File: config.mk
export PLATFORM = sky130hd
export DESIGN_NAME = qfgas_top
export DESIGN_NICKNAME = d
export VERILOG_FILES = /design/src/core/qfgas_apb_decode.v /design/src/core/qfgas_chan_merge.v /design/src/core/qfgas_top.v
export VERILOG_INCLUDE_DIRS = /design/src /design/src/core
export SDC_FILE = /design/constraint.sdc
export NUM_CORES = 1
export LEC_CHECK = 0
export BUFFER_PORTS_ARGS = -buffer_cell sky130_fd_sc_hd__buf_4
export CORE_MARGIN = 2
export CORE_UTILIZATION = 45
export CTS_CLUSTER_DIAMETER = 40
export DETAILED_ROUTE_END_ITERATION = 7
export PLACE_DENSITY = 0.82
export REMOVE_ABC_BUFFERS = 1
export SYNTH_ARGS = -nofsm -noshare
export SYNTH_HDL_FRONTEND = slang
export SYNTH_SLANG_ARGS = --single-unit
File: constraint.sdc
create_clock -name sys_clk -period 2.6 [get_ports sys_clk]
set_input_delay 0.78 -clock sys_clk [delete_from_list [all_inputs] [get_ports sys_clk]]
set_output_delay 0.78 -clock sys_clk [all_outputs]
set_load 0.01 [all_outputs]
File: src/core/qfgas_consts.vh
// Purpose: constants for the quad framer global alarm summary block
// Assumes: APB with 32-bit data, one register per aligned word
// Notes:   printed offsets are register indices; byte address is four times index
`ifndef QFGAS_CONSTS_VH
`define QFGAS_CONSTS_VH

// --------------------------------------------------------------------------
// register indices
// --------------------------------------------------------------------------
`define QFGAS_IDX_SUMMARY    10'h00a
`define QFGAS_IDX_GMASK      10'h00b
`define QFGAS_IDX_LINEPTR    10'h00c
`define QFGAS_IDX_LINKPTR    10'h00e
`define QFGAS_IDX_IRQSTAT    10'h020
`define QFGAS_IDX_IRQMASK    10'h021

// --------------------------------------------------------------------------
// address layout and fields
// --------------------------------------------------------------------------
`define QFGAS_ADDR_W         12
`define QFGAS_IDX_LSB        2
`define QFGAS_CAT_W          8
`define QFGAS_CHAN_N         4
`define QFGAS_PTR_W          4
`define QFGAS_IRQ_W          3
`define QFGAS_IRQ_SUMMARY    0
`define QFGAS_IRQ_LINE       1
`define QFGAS_IRQ_LINK       2

// --------------------------------------------------------------------------
// reset values
// --------------------------------------------------------------------------
`define QFGAS_GMASK_RST      8'h00
`define QFGAS_IRQMASK_RST    3'h0

`endif

File: src/core/qfgas_apb_decode.v
// Purpose: APB address decode for the alarm summary register set
// Assumes: aligned word accesses
// Notes:   one-hot select, miss flags unmapped address
`timescale 1ns/1ns
`include "qfgas_consts.vh"

module qfgas_apb_decode (
   // address
   input  wire [`QFGAS_ADDR_W-1:0] paddr,
   // selects
   output wire                     selSummary,
   output wire                     selMask,
   output wire                     selLinePtr,
   output wire                     selLinkPtr,
   output wire                     selIrqStat,
   output wire                     selIrqMask,
   output wire                     miss
);

   wire [9:0] idx;

   function hit;
      input [9:0] a;
      input [9:0] b;
      begin
         hit = (a == b);
      end
   endfunction

   assign idx        = paddr[`QFGAS_ADDR_W-1:`QFGAS_IDX_LSB];
   assign selSummary = hit(idx, `QFGAS_IDX_SUMMARY);
   assign selMask    = hit(idx, `QFGAS_IDX_GMASK);
   assign selLinePtr = hit(idx, `QFGAS_IDX_LINEPTR);
   assign selLinkPtr = hit(idx, `QFGAS_IDX_LINKPTR);
   assign selIrqStat = hit(idx, `QFGAS_IDX_IRQSTAT);
   assign selIrqMask = hit(idx, `QFGAS_IDX_IRQMASK);
   assign miss       = ~(selSummary | selMask | selLinePtr | selLinkPtr
                         | selIrqStat | selIrqMask) | (paddr[1:0] != 2'h0);

endmodule

File: src/core/qfgas_chan_merge.v
// Purpose: OR per-channel latched events into global summary and line pointer; link pointer passes link events through
// Assumes: channel vectors packed channel-major, eight categories each
// Notes:   combinational; registered in the top
`timescale 1ns/1ns
`include "qfgas_consts.vh"

module qfgas_chan_merge #(
   parameter CHANS = 4,
   parameter CATS  = 8
) (
   // per-channel inputs
   input  wire [CHANS*CATS-1:0] chanLatched,
   input  wire [CHANS*CATS-1:0] chanMask,
   input  wire [CHANS-1:0]      chanLinkEvent,
   // merged outputs
   output reg  [CATS-1:0]       summary,
   output reg  [CHANS-1:0]      linePtr,
   output wire [CHANS-1:0]      linkPtr
);

   integer c;
   integer k;
   reg     [CATS-1:0] live;

   always @* begin
      summary = {CATS{1'b0}};
      linePtr = {CHANS{1'b0}};
      live    = {CATS{1'b0}};
      for (c = 0; c < CHANS; c = c + 1) begin
         for (k = 0; k < CATS; k = k + 1) begin
            // unmasked channel events only
            live[k] = chanLatched[c*CATS+k] & ~chanMask[c*CATS+k];
         end
         summary    = summary | live;
         linePtr[c] = |live;
      end
   end

   assign linkPtr = chanLinkEvent;

endmodule

File: src/core/qfgas_top.v
// Purpose: global alarm summary, mask, channel pointers and interrupt
// Assumes: channel latched bits and masks are synchronous to sys_clk
// Notes:   APB slave, no wait states, pslverr on unmapped address

`timescale 1ns/1ns
`include "qfgas_consts.vh"

// Behaviour
// - each summary bit is OR of that category's latched bit over all channels
// - a channel contributes only when its own category mask bit is zero
// - global mask bit one suppresses interrupt for that summary bit
// - summary and pointers read-only; global mask and interrupt mask writable and read back
// - summary bit 7 is any channel loss of signal
// - summary bit 6 is any channel alarm indication signal
// - summary bit 5 is any channel out of frame
// - summary bit 4 is any channel remote alarm
// - summary bit 3 is any channel frame alignment change
// - summary bit 2 is any channel multiframe alignment loss
// - summary bit 1 any transmit slip, bit 0 any receive slip
// - global mask bits follow the same category order as summary
// - each global mask bit gates only that category's summary interrupt, not the summary register
// - two pointer registers name channels with line and link events
// - line pointer bits 3..0 mark channels 4..1 with latched line events
// - link pointer bits 3..0 mark channels 4..1 with latched link events
module qfgas_top #(
   parameter CHANS = `QFGAS_CHAN_N,
   parameter CATS  = `QFGAS_CAT_W
) (
   // clock and reset
   input  wire                     sys_clk,
   input  wire                     rst,
   // apb slave
   input  wire                     psel,
   input  wire                     penable,
   input  wire                     pwrite,
   input  wire [`QFGAS_ADDR_W-1:0] paddr,
   input  wire [31:0]              pwdata,
   output reg  [31:0]              prdata,
   output reg                      pready,
   output reg                      pslverr,
   // per-channel latched events, bit 7 loss of signal .. bit 0 receive slip
   input  wire [CHANS*CATS-1:0]    chanLatched,
   input  wire [CHANS*CATS-1:0]    chanMask,
   input  wire [CHANS-1:0]         chanLinkEvent,
   // alarm outputs
   output reg  [CATS-1:0]          anyAlarm,
   output reg                      irq
);

   // -----------------------------------------------------------------------
   // registers and wires
   // -----------------------------------------------------------------------
   reg  [CATS-1:0]         gMask_r;
   reg  [`QFGAS_IRQ_W-1:0] irqStat_r;
   reg  [`QFGAS_IRQ_W-1:0] irqStat_nxt;
   reg  [`QFGAS_IRQ_W-1:0] irqMask_r;
   reg  [CHANS-1:0]        linePtr_r;
   reg  [CHANS-1:0]        linkPtr_r;
   reg  [31:0]             rdMux;
   wire [CATS-1:0]         summaryNow;
   wire [CHANS-1:0]        linePtrNow;
   wire [CHANS-1:0]        linkPtrNow;
   wire [`QFGAS_IRQ_W-1:0] irqEvent;
   wire                    selSummary;
   wire                    selMask;
   wire                    selLinePtr;
   wire                    selLinkPtr;
   wire                    selIrqStat;
   wire                    selIrqMask;
   wire                    miss;
   wire                    access;
   wire                    wrEn;
   wire                    sumIrq;

   // -----------------------------------------------------------------------
   // channel merge
   // -----------------------------------------------------------------------
   qfgas_chan_merge #(
      .CHANS (CHANS),
      .CATS  (CATS)
   ) u_merge (
      .chanLatched   (chanLatched),
      .chanMask      (chanMask),
      .chanLinkEvent (chanLinkEvent),
      .summary       (summaryNow),
      .linePtr       (linePtrNow),
      .linkPtr       (linkPtrNow)
   );

   // -----------------------------------------------------------------------
   // bus decode
   // -----------------------------------------------------------------------
   qfgas_apb_decode u_dec (
      .paddr      (paddr),
      .selSummary (selSummary),
      .selMask    (selMask),
      .selLinePtr (selLinePtr),
      .selLinkPtr (selLinkPtr),
      .selIrqStat (selIrqStat),
      .selIrqMask (selIrqMask),
      .miss       (miss)
   );

   assign access = psel & penable & pready;
   assign wrEn   = access & pwrite & ~miss;

   // -----------------------------------------------------------------------
   // summary, pointers, mask
   // -----------------------------------------------------------------------
   always @(posedge sys_clk or posedge rst) begin
      if (rst) begin
         anyAlarm  <= {CATS{1'b0}};
         linePtr_r <= {CHANS{1'b0}};
         linkPtr_r <= {CHANS{1'b0}};
      end else begin
         anyAlarm  <= summaryNow;
         linePtr_r <= linePtrNow;
         linkPtr_r <= linkPtrNow;
      end
   end

   always @(posedge sys_clk or posedge rst) begin
      if (rst) begin
         gMask_r <= `QFGAS_GMASK_RST;
      end else if (wrEn && selMask) begin
         gMask_r <= pwdata[CATS-1:0];
      end
   end

   // -----------------------------------------------------------------------
   // interrupt status
   // -----------------------------------------------------------------------
   assign sumIrq = |(anyAlarm & ~gMask_r);

   assign irqEvent[`QFGAS_IRQ_SUMMARY] = sumIrq;
   assign irqEvent[`QFGAS_IRQ_LINE]    = |linePtr_r;
   assign irqEvent[`QFGAS_IRQ_LINK]    = |linkPtr_r;

   always @* begin
      irqStat_nxt = irqStat_r;
      if (wrEn && selIrqStat) begin
         irqStat_nxt = irqStat_nxt & ~pwdata[`QFGAS_IRQ_W-1:0];
      end
      // set wins over clear
      irqStat_nxt = irqStat_nxt | irqEvent;
   end

   always @(posedge sys_clk or posedge rst) begin
      if (rst) begin
         irqStat_r <= {`QFGAS_IRQ_W{1'b0}};
         irqMask_r <= `QFGAS_IRQMASK_RST;
         irq       <= 1'b0;
      end else begin
         irqStat_r <= irqStat_nxt;
         if (wrEn && selIrqMask) begin
            irqMask_r <= pwdata[`QFGAS_IRQ_W-1:0];
         end
         // level summary also forces irq while live
         irq <= sumIrq | (|(irqStat_r & irqMask_r));
      end
   end

   // -----------------------------------------------------------------------
   // apb read and handshake
   // -----------------------------------------------------------------------
   always @* begin
      rdMux = 32'h0000_0000;
      case (1'b1)
         selSummary: rdMux[CATS-1:0] = anyAlarm;
         selMask:    rdMux[CATS-1:0] = gMask_r;
         selLinePtr: rdMux[CHANS-1:0] = linePtr_r;
         selLinkPtr: rdMux[CHANS-1:0] = linkPtr_r;
         selIrqStat: rdMux[`QFGAS_IRQ_W-1:0] = irqStat_r;
         selIrqMask: rdMux[`QFGAS_IRQ_W-1:0] = irqMask_r;
         default:    rdMux = 32'h0000_0000;
      endcase
   end

   always @(posedge sys_clk or posedge rst) begin
      if (rst) begin
         pready  <= 1'b0;
         pslverr <= 1'b0;
         prdata  <= 32'h0000_0000;
      end else begin
         // answer in the first access cycle after setup
         pready  <= psel & ~penable;
         pslverr <= psel & ~penable & miss;
         // unmapped or write setup reads back zero, never a stale word
         if (psel && !penable) begin
            prdata <= (!pwrite && !miss) ? rdMux : 32'h0000_0000;
         end else if (!psel) begin
            prdata <= 32'h0000_0000;
         end
      end
   end

endmodule

==> reports/qor.txt <==
Fraction of layout cells with a size suffix above 1: 41.6%
Number of buffers inserted by post-CTS setup repair: 0
Area contributors post-synth: sky130_fd_sc_hd__dfrtp_1 44%, sky130_fd_sc_hd__nand2b_1 8.9%, sky130_fd_sc_hd__buf_4 8.1%
Vias/cell: 4.94
WS Path Type: in -> reg
FF-to-FF setup slack: 1.12 ns
Met2 wire len: 3.16 mm
Leakage power: 1.63 nW
Setup ws final: 0.408 ns
HP Start: prdata[1]
Top Metal Used: met4
Cell chosen for the clock root: sky130_fd_sc_hd__clkbuf_8
Clock transition at the registers of the reported paths: 0.07 ns
Share of total power consumed by net switching: 22.9%
Number of buffers created by CTS: 5
Number of distinct library cells after synthesis: 41
Die footprint: 5750 µm²
Kind of cell adding the most delay to the critical path: simple AND/OR/NAND/NOR gates
Clock latency reported for the late side of the worst-skew pair: 0.30 ns
Max Slew Vio Count: 0
Crit path arrival time: 2.38 ns
Total congestion overflow after global routing: 0
Routed via count: 2,057
TritonCTS clock tree: built
Predominant post-synthesis flop cell: sky130_fd_sc_hd__dfrtp_1
Post-synthesis instance area: 2320 µm²
Internal Pwr Total: 1.18 mW
DRC violation count after routing: 0
Metal3 WL: 498 µm
Crit end category: flop
Total length of routed wires: 5.99 mm
First-pass GRT wire length: 9.19 mm
Cell taking the most area after synthesis: sky130_fd_sc_hd__dfrtp_1
Rel. slew slack: 60.4%
Part of the total power dissipated in the clock network: 39.2%
Detailed Route Iter0 Violations: 94
Critical-path top delay cell: sky130_fd_sc_hd__or4_4
Worst hold-check path type: reg -> reg
Buffers plus inverters on the worst setup path: 1
Synth-to-layout area growth: 40.9%
Synth async-reset ratio: 100%
Total half-perimeter wirelength after legalization and detailed placement: 4.93 mm
Highest net fanout along the worst path: 3
Initial DRT Pass Iterations: 4
Total setup violations reported at the end of the flow: 0
Number of enable flip-flop cells after synthesis: 0
Avg Synthesized Cell Area: 10.1 µm²
Startpoint types: input pin
Global-route usage over all layers: 21.6%
Worst slew pin tran: 0.588 ns
Stage delay of the slowest cell on the critical path: 0.55 ns
Standard cell core area: 5040 µm²
Combinational share of power: 17.1%
Post-synth top area share: 44.2%
Overall power of the completed layout: 1.54 mW
Met1 layer wirelength in the final routing: 2.17 mm
Final Cycle Share: 84.3%
Total Neg Setup Slack: 0 ns
Wire length per cell after detailed routing: 14.4 µm
F_max: 456 MHz
Maximum vdd ir drop: 0.000265 V
Setup slack after placement: 0.143 ns
Reported max-cap violation count: 0
Sequential fraction of design power: 43.7%
FF-to-FF End: irqStat_r[2]
Antenna diode count: 0
Max Root-Sink Buffers: 2
Share of the yosys chip area belonging to registers: 44.2%
Vias in the first global route: 2,070
End point of the worst hold path: prdata[1]
Cell count of the worst reg-to-reg path: 4
Areal power density over the cells: 469 nW/µm²
Num Clock Sinks: 41
Setup repair after global routing missed its margin: no
Floorplan die width: 75.9 µm
Final worst path period need: 2.19 ns
Pin count of the biggest net entering global routing: 42
Number of antenna violations at the first check in global routing: 0
Fill count: 428
Critical Path RT: 2.79 ns
Clock H-tree levels: 2
Outcome: complete, no violations
Number of standard cells after synthesis: 231
Count of instances resized after the clock tree is built: 0
Routability congestion estimate from global placement: 0.833
Hold buffer count at CTS: 0
Hold Path Depth: 2
Height of the die: 75.9 µm
Cell breakdown of the critical path: buf_4 -> or4_4 -> nor4_1 -> nand3_1 -> a21o_1
Count of final hold-check violations: 0
Final Net Count: 462
Ys Warns: 0
R2R Path Start: pready
Total of buffers placed on input and output ports: 111
Count of antenna-violating nets left after detailed routing: 0
Flops & latches, synth: 41
Effective utilization at floorplan: 46.1%
Number of cell rows: 26
Net switching power figure: 0.352 mW
I/O pin total: 160
Worst Skew: 0.00846 ns
-- logic make-up (layout without fill, tap and decap cells) --
kind of cell / after synthesis / count (layout) / synth area share [%]
AO/OA/AOI/OAI: 35 / 35 / 11.0
buffers and inverters: 42 / 134 / 11.6
flip-flops: 41 / 41 / 44.2
multiplexers: 18 / 18 / 8.35
other: 1 / 24 / 0.161
AND/OR/NAND/NOR: 94 / 94 / 24.7
-- cell usage after synthesis, types with 2 or more instances --
library cell and number:
sky130_fd_sc_hd__a21oi_1 3, sky130_fd_sc_hd__o31ai_1 5, sky130_fd_sc_hd__o21a_1 2, sky130_fd_sc_hd__buf_4 25, sky130_fd_sc_hd__mux2_2 11, sky130_fd_sc_hd__mux2i_1 7, sky130_fd_sc_hd__nor2b_1 5, sky130_fd_sc_hd__nor2_1 5
sky130_fd_sc_hd__o22ai_1 4, sky130_fd_sc_hd__o32a_1 3, sky130_fd_sc_hd__dfrtp_1 41, sky130_fd_sc_hd__nand4_1 16, sky130_fd_sc_hd__nand2b_1 33, sky130_fd_sc_hd__or2b_2 2, sky130_fd_sc_hd__or4_1 3, sky130_fd_sc_hd__o211a_1 3
sky130_fd_sc_hd__nand3_1 3, sky130_fd_sc_hd__o2111ai_1 2, sky130_fd_sc_hd__buf_1 2, sky130_fd_sc_hd__or2_2 5, sky130_fd_sc_hd__inv_1 12, sky130_fd_sc_hd__nand2_1 13, sky130_fd_sc_hd__o21ai_0 6, sky130_fd_sc_hd__a21o_1 3
-- metal layers --
metal	vias up	GRT usage, %
met5	-	0
met3	15	5.29
met4	0	8.77
li1	992	-
met1	939	25.7
met2	111	37.3
-- layout by cell type, fill, tap and decap left out, types with 2 or more instances in the layout --
master,instances
sky130_fd_sc_hd__conb_1,24
sky130_fd_sc_hd__dfrtp_1,41
sky130_fd_sc_hd__clkbuf_8,5
sky130_fd_sc_hd__nor2_1,5
sky130_fd_sc_hd__o22ai_1,4
sky130_fd_sc_hd__or2b_2,2
sky130_fd_sc_hd__o211a_1,3
sky130_fd_sc_hd__or4_1,3
sky130_fd_sc_hd__buf_4,113
sky130_fd_sc_hd__mux2i_1,7
sky130_fd_sc_hd__o21a_1,2
sky130_fd_sc_hd__nor2b_1,5
sky130_fd_sc_hd__or2_2,5
sky130_fd_sc_hd__inv_1,12
sky130_fd_sc_hd__o2111ai_1,2
sky130_fd_sc_hd__a21o_1,3
sky130_fd_sc_hd__o32a_1,3
sky130_fd_sc_hd__bufinv_16,2
sky130_fd_sc_hd__o21ai_0,6
sky130_fd_sc_hd__nand3_1,3
sky130_fd_sc_hd__nand4_1,16
sky130_fd_sc_hd__mux2_2,11
sky130_fd_sc_hd__o31ai_1,5
sky130_fd_sc_hd__a21oi_1,3
sky130_fd_sc_hd__nand2b_1,33
sky130_fd_sc_hd__nand2_1,13
-- state kept, by name (all words and copies together) (netlist names) --
name / cells
irq: 1
anyAlarm: 8
pready: 1
irqStat_r: 3
gMask_r: 8
pslverr: 1
linkPtr_r: 4
prdata: 8
irqMask_r: 3
linePtr_r: 4
-- worst reg2reg max path, stage by stage, from the launching register on --
cell                      delay (ns)
sky130_fd_sc_hd__dfrtp_1        0.35
sky130_fd_sc_hd__nand4_1        0.13
sky130_fd_sc_hd__nor4_1         0.47
sky130_fd_sc_hd__nand3_1        0.20
sky130_fd_sc_hd__a21o_1         0.21
-- metrics by stage --
stage,utilization (%),hold slack [ns],area (µm²),cells
6_report,64.9,0.485,3270,416
5_1_grt,64.9,0.508,3270,416
4_1_cts,64.9,0.491,3270,416
3_5_place_dp,62.3,0.473,3140,408
3_3_place_gp,62.3,0.467,3140,408
2_1_floorplan,-,0.470,2180,224
-- area by class of cell --
class | instances | area, µm² | share of cell area, %
flip-flops and latches | 41 | 1030 | 31.3
clock inverters | 3 | 65.1 | 1.99
repair buffers | 114 | 868 | 26.5
multi-input cells | 171 | 1110 | 34.0
well taps | 70 | 87.6 | 2.67
clock buffers | 5 | 68.8 | 2.10
inverters | 12 | 45.0 | 1.38
-- power groups by stage --
stage / Sequential [mW] / Clock, mW / Combinational (mW)
floorplan: 0.684 / 0 / 0.0968
CTS: 0.670 / 0.608 / 0.263
global route: 0.673 / 0.631 / 0.288
detailed placement: 0.683 / 0 / 0.262
global placement: 0.683 / 0 / 0.258
finish: 0.670 / 0.602 / 0.263
-- worst max-delay path by stage --
stage	slack, ns	startpoint	cells after the start	end
floorplan	0.22	paddr[10]	4	gMask_r[0]
detailed placement	0.14	paddr[10]	6	gMask_r[5]
global route	0.33	paddr[10]	5	irqStat_r[2]
finish	0.41	paddr[10]	5	irqStat_r[2]
CTS	0.45	paddr[10]	5	irqStat_r[2]
global placement	0.17	paddr[10]	6	gMask_r[1]
No activity file was read; power rests on OpenSTA's default activity.
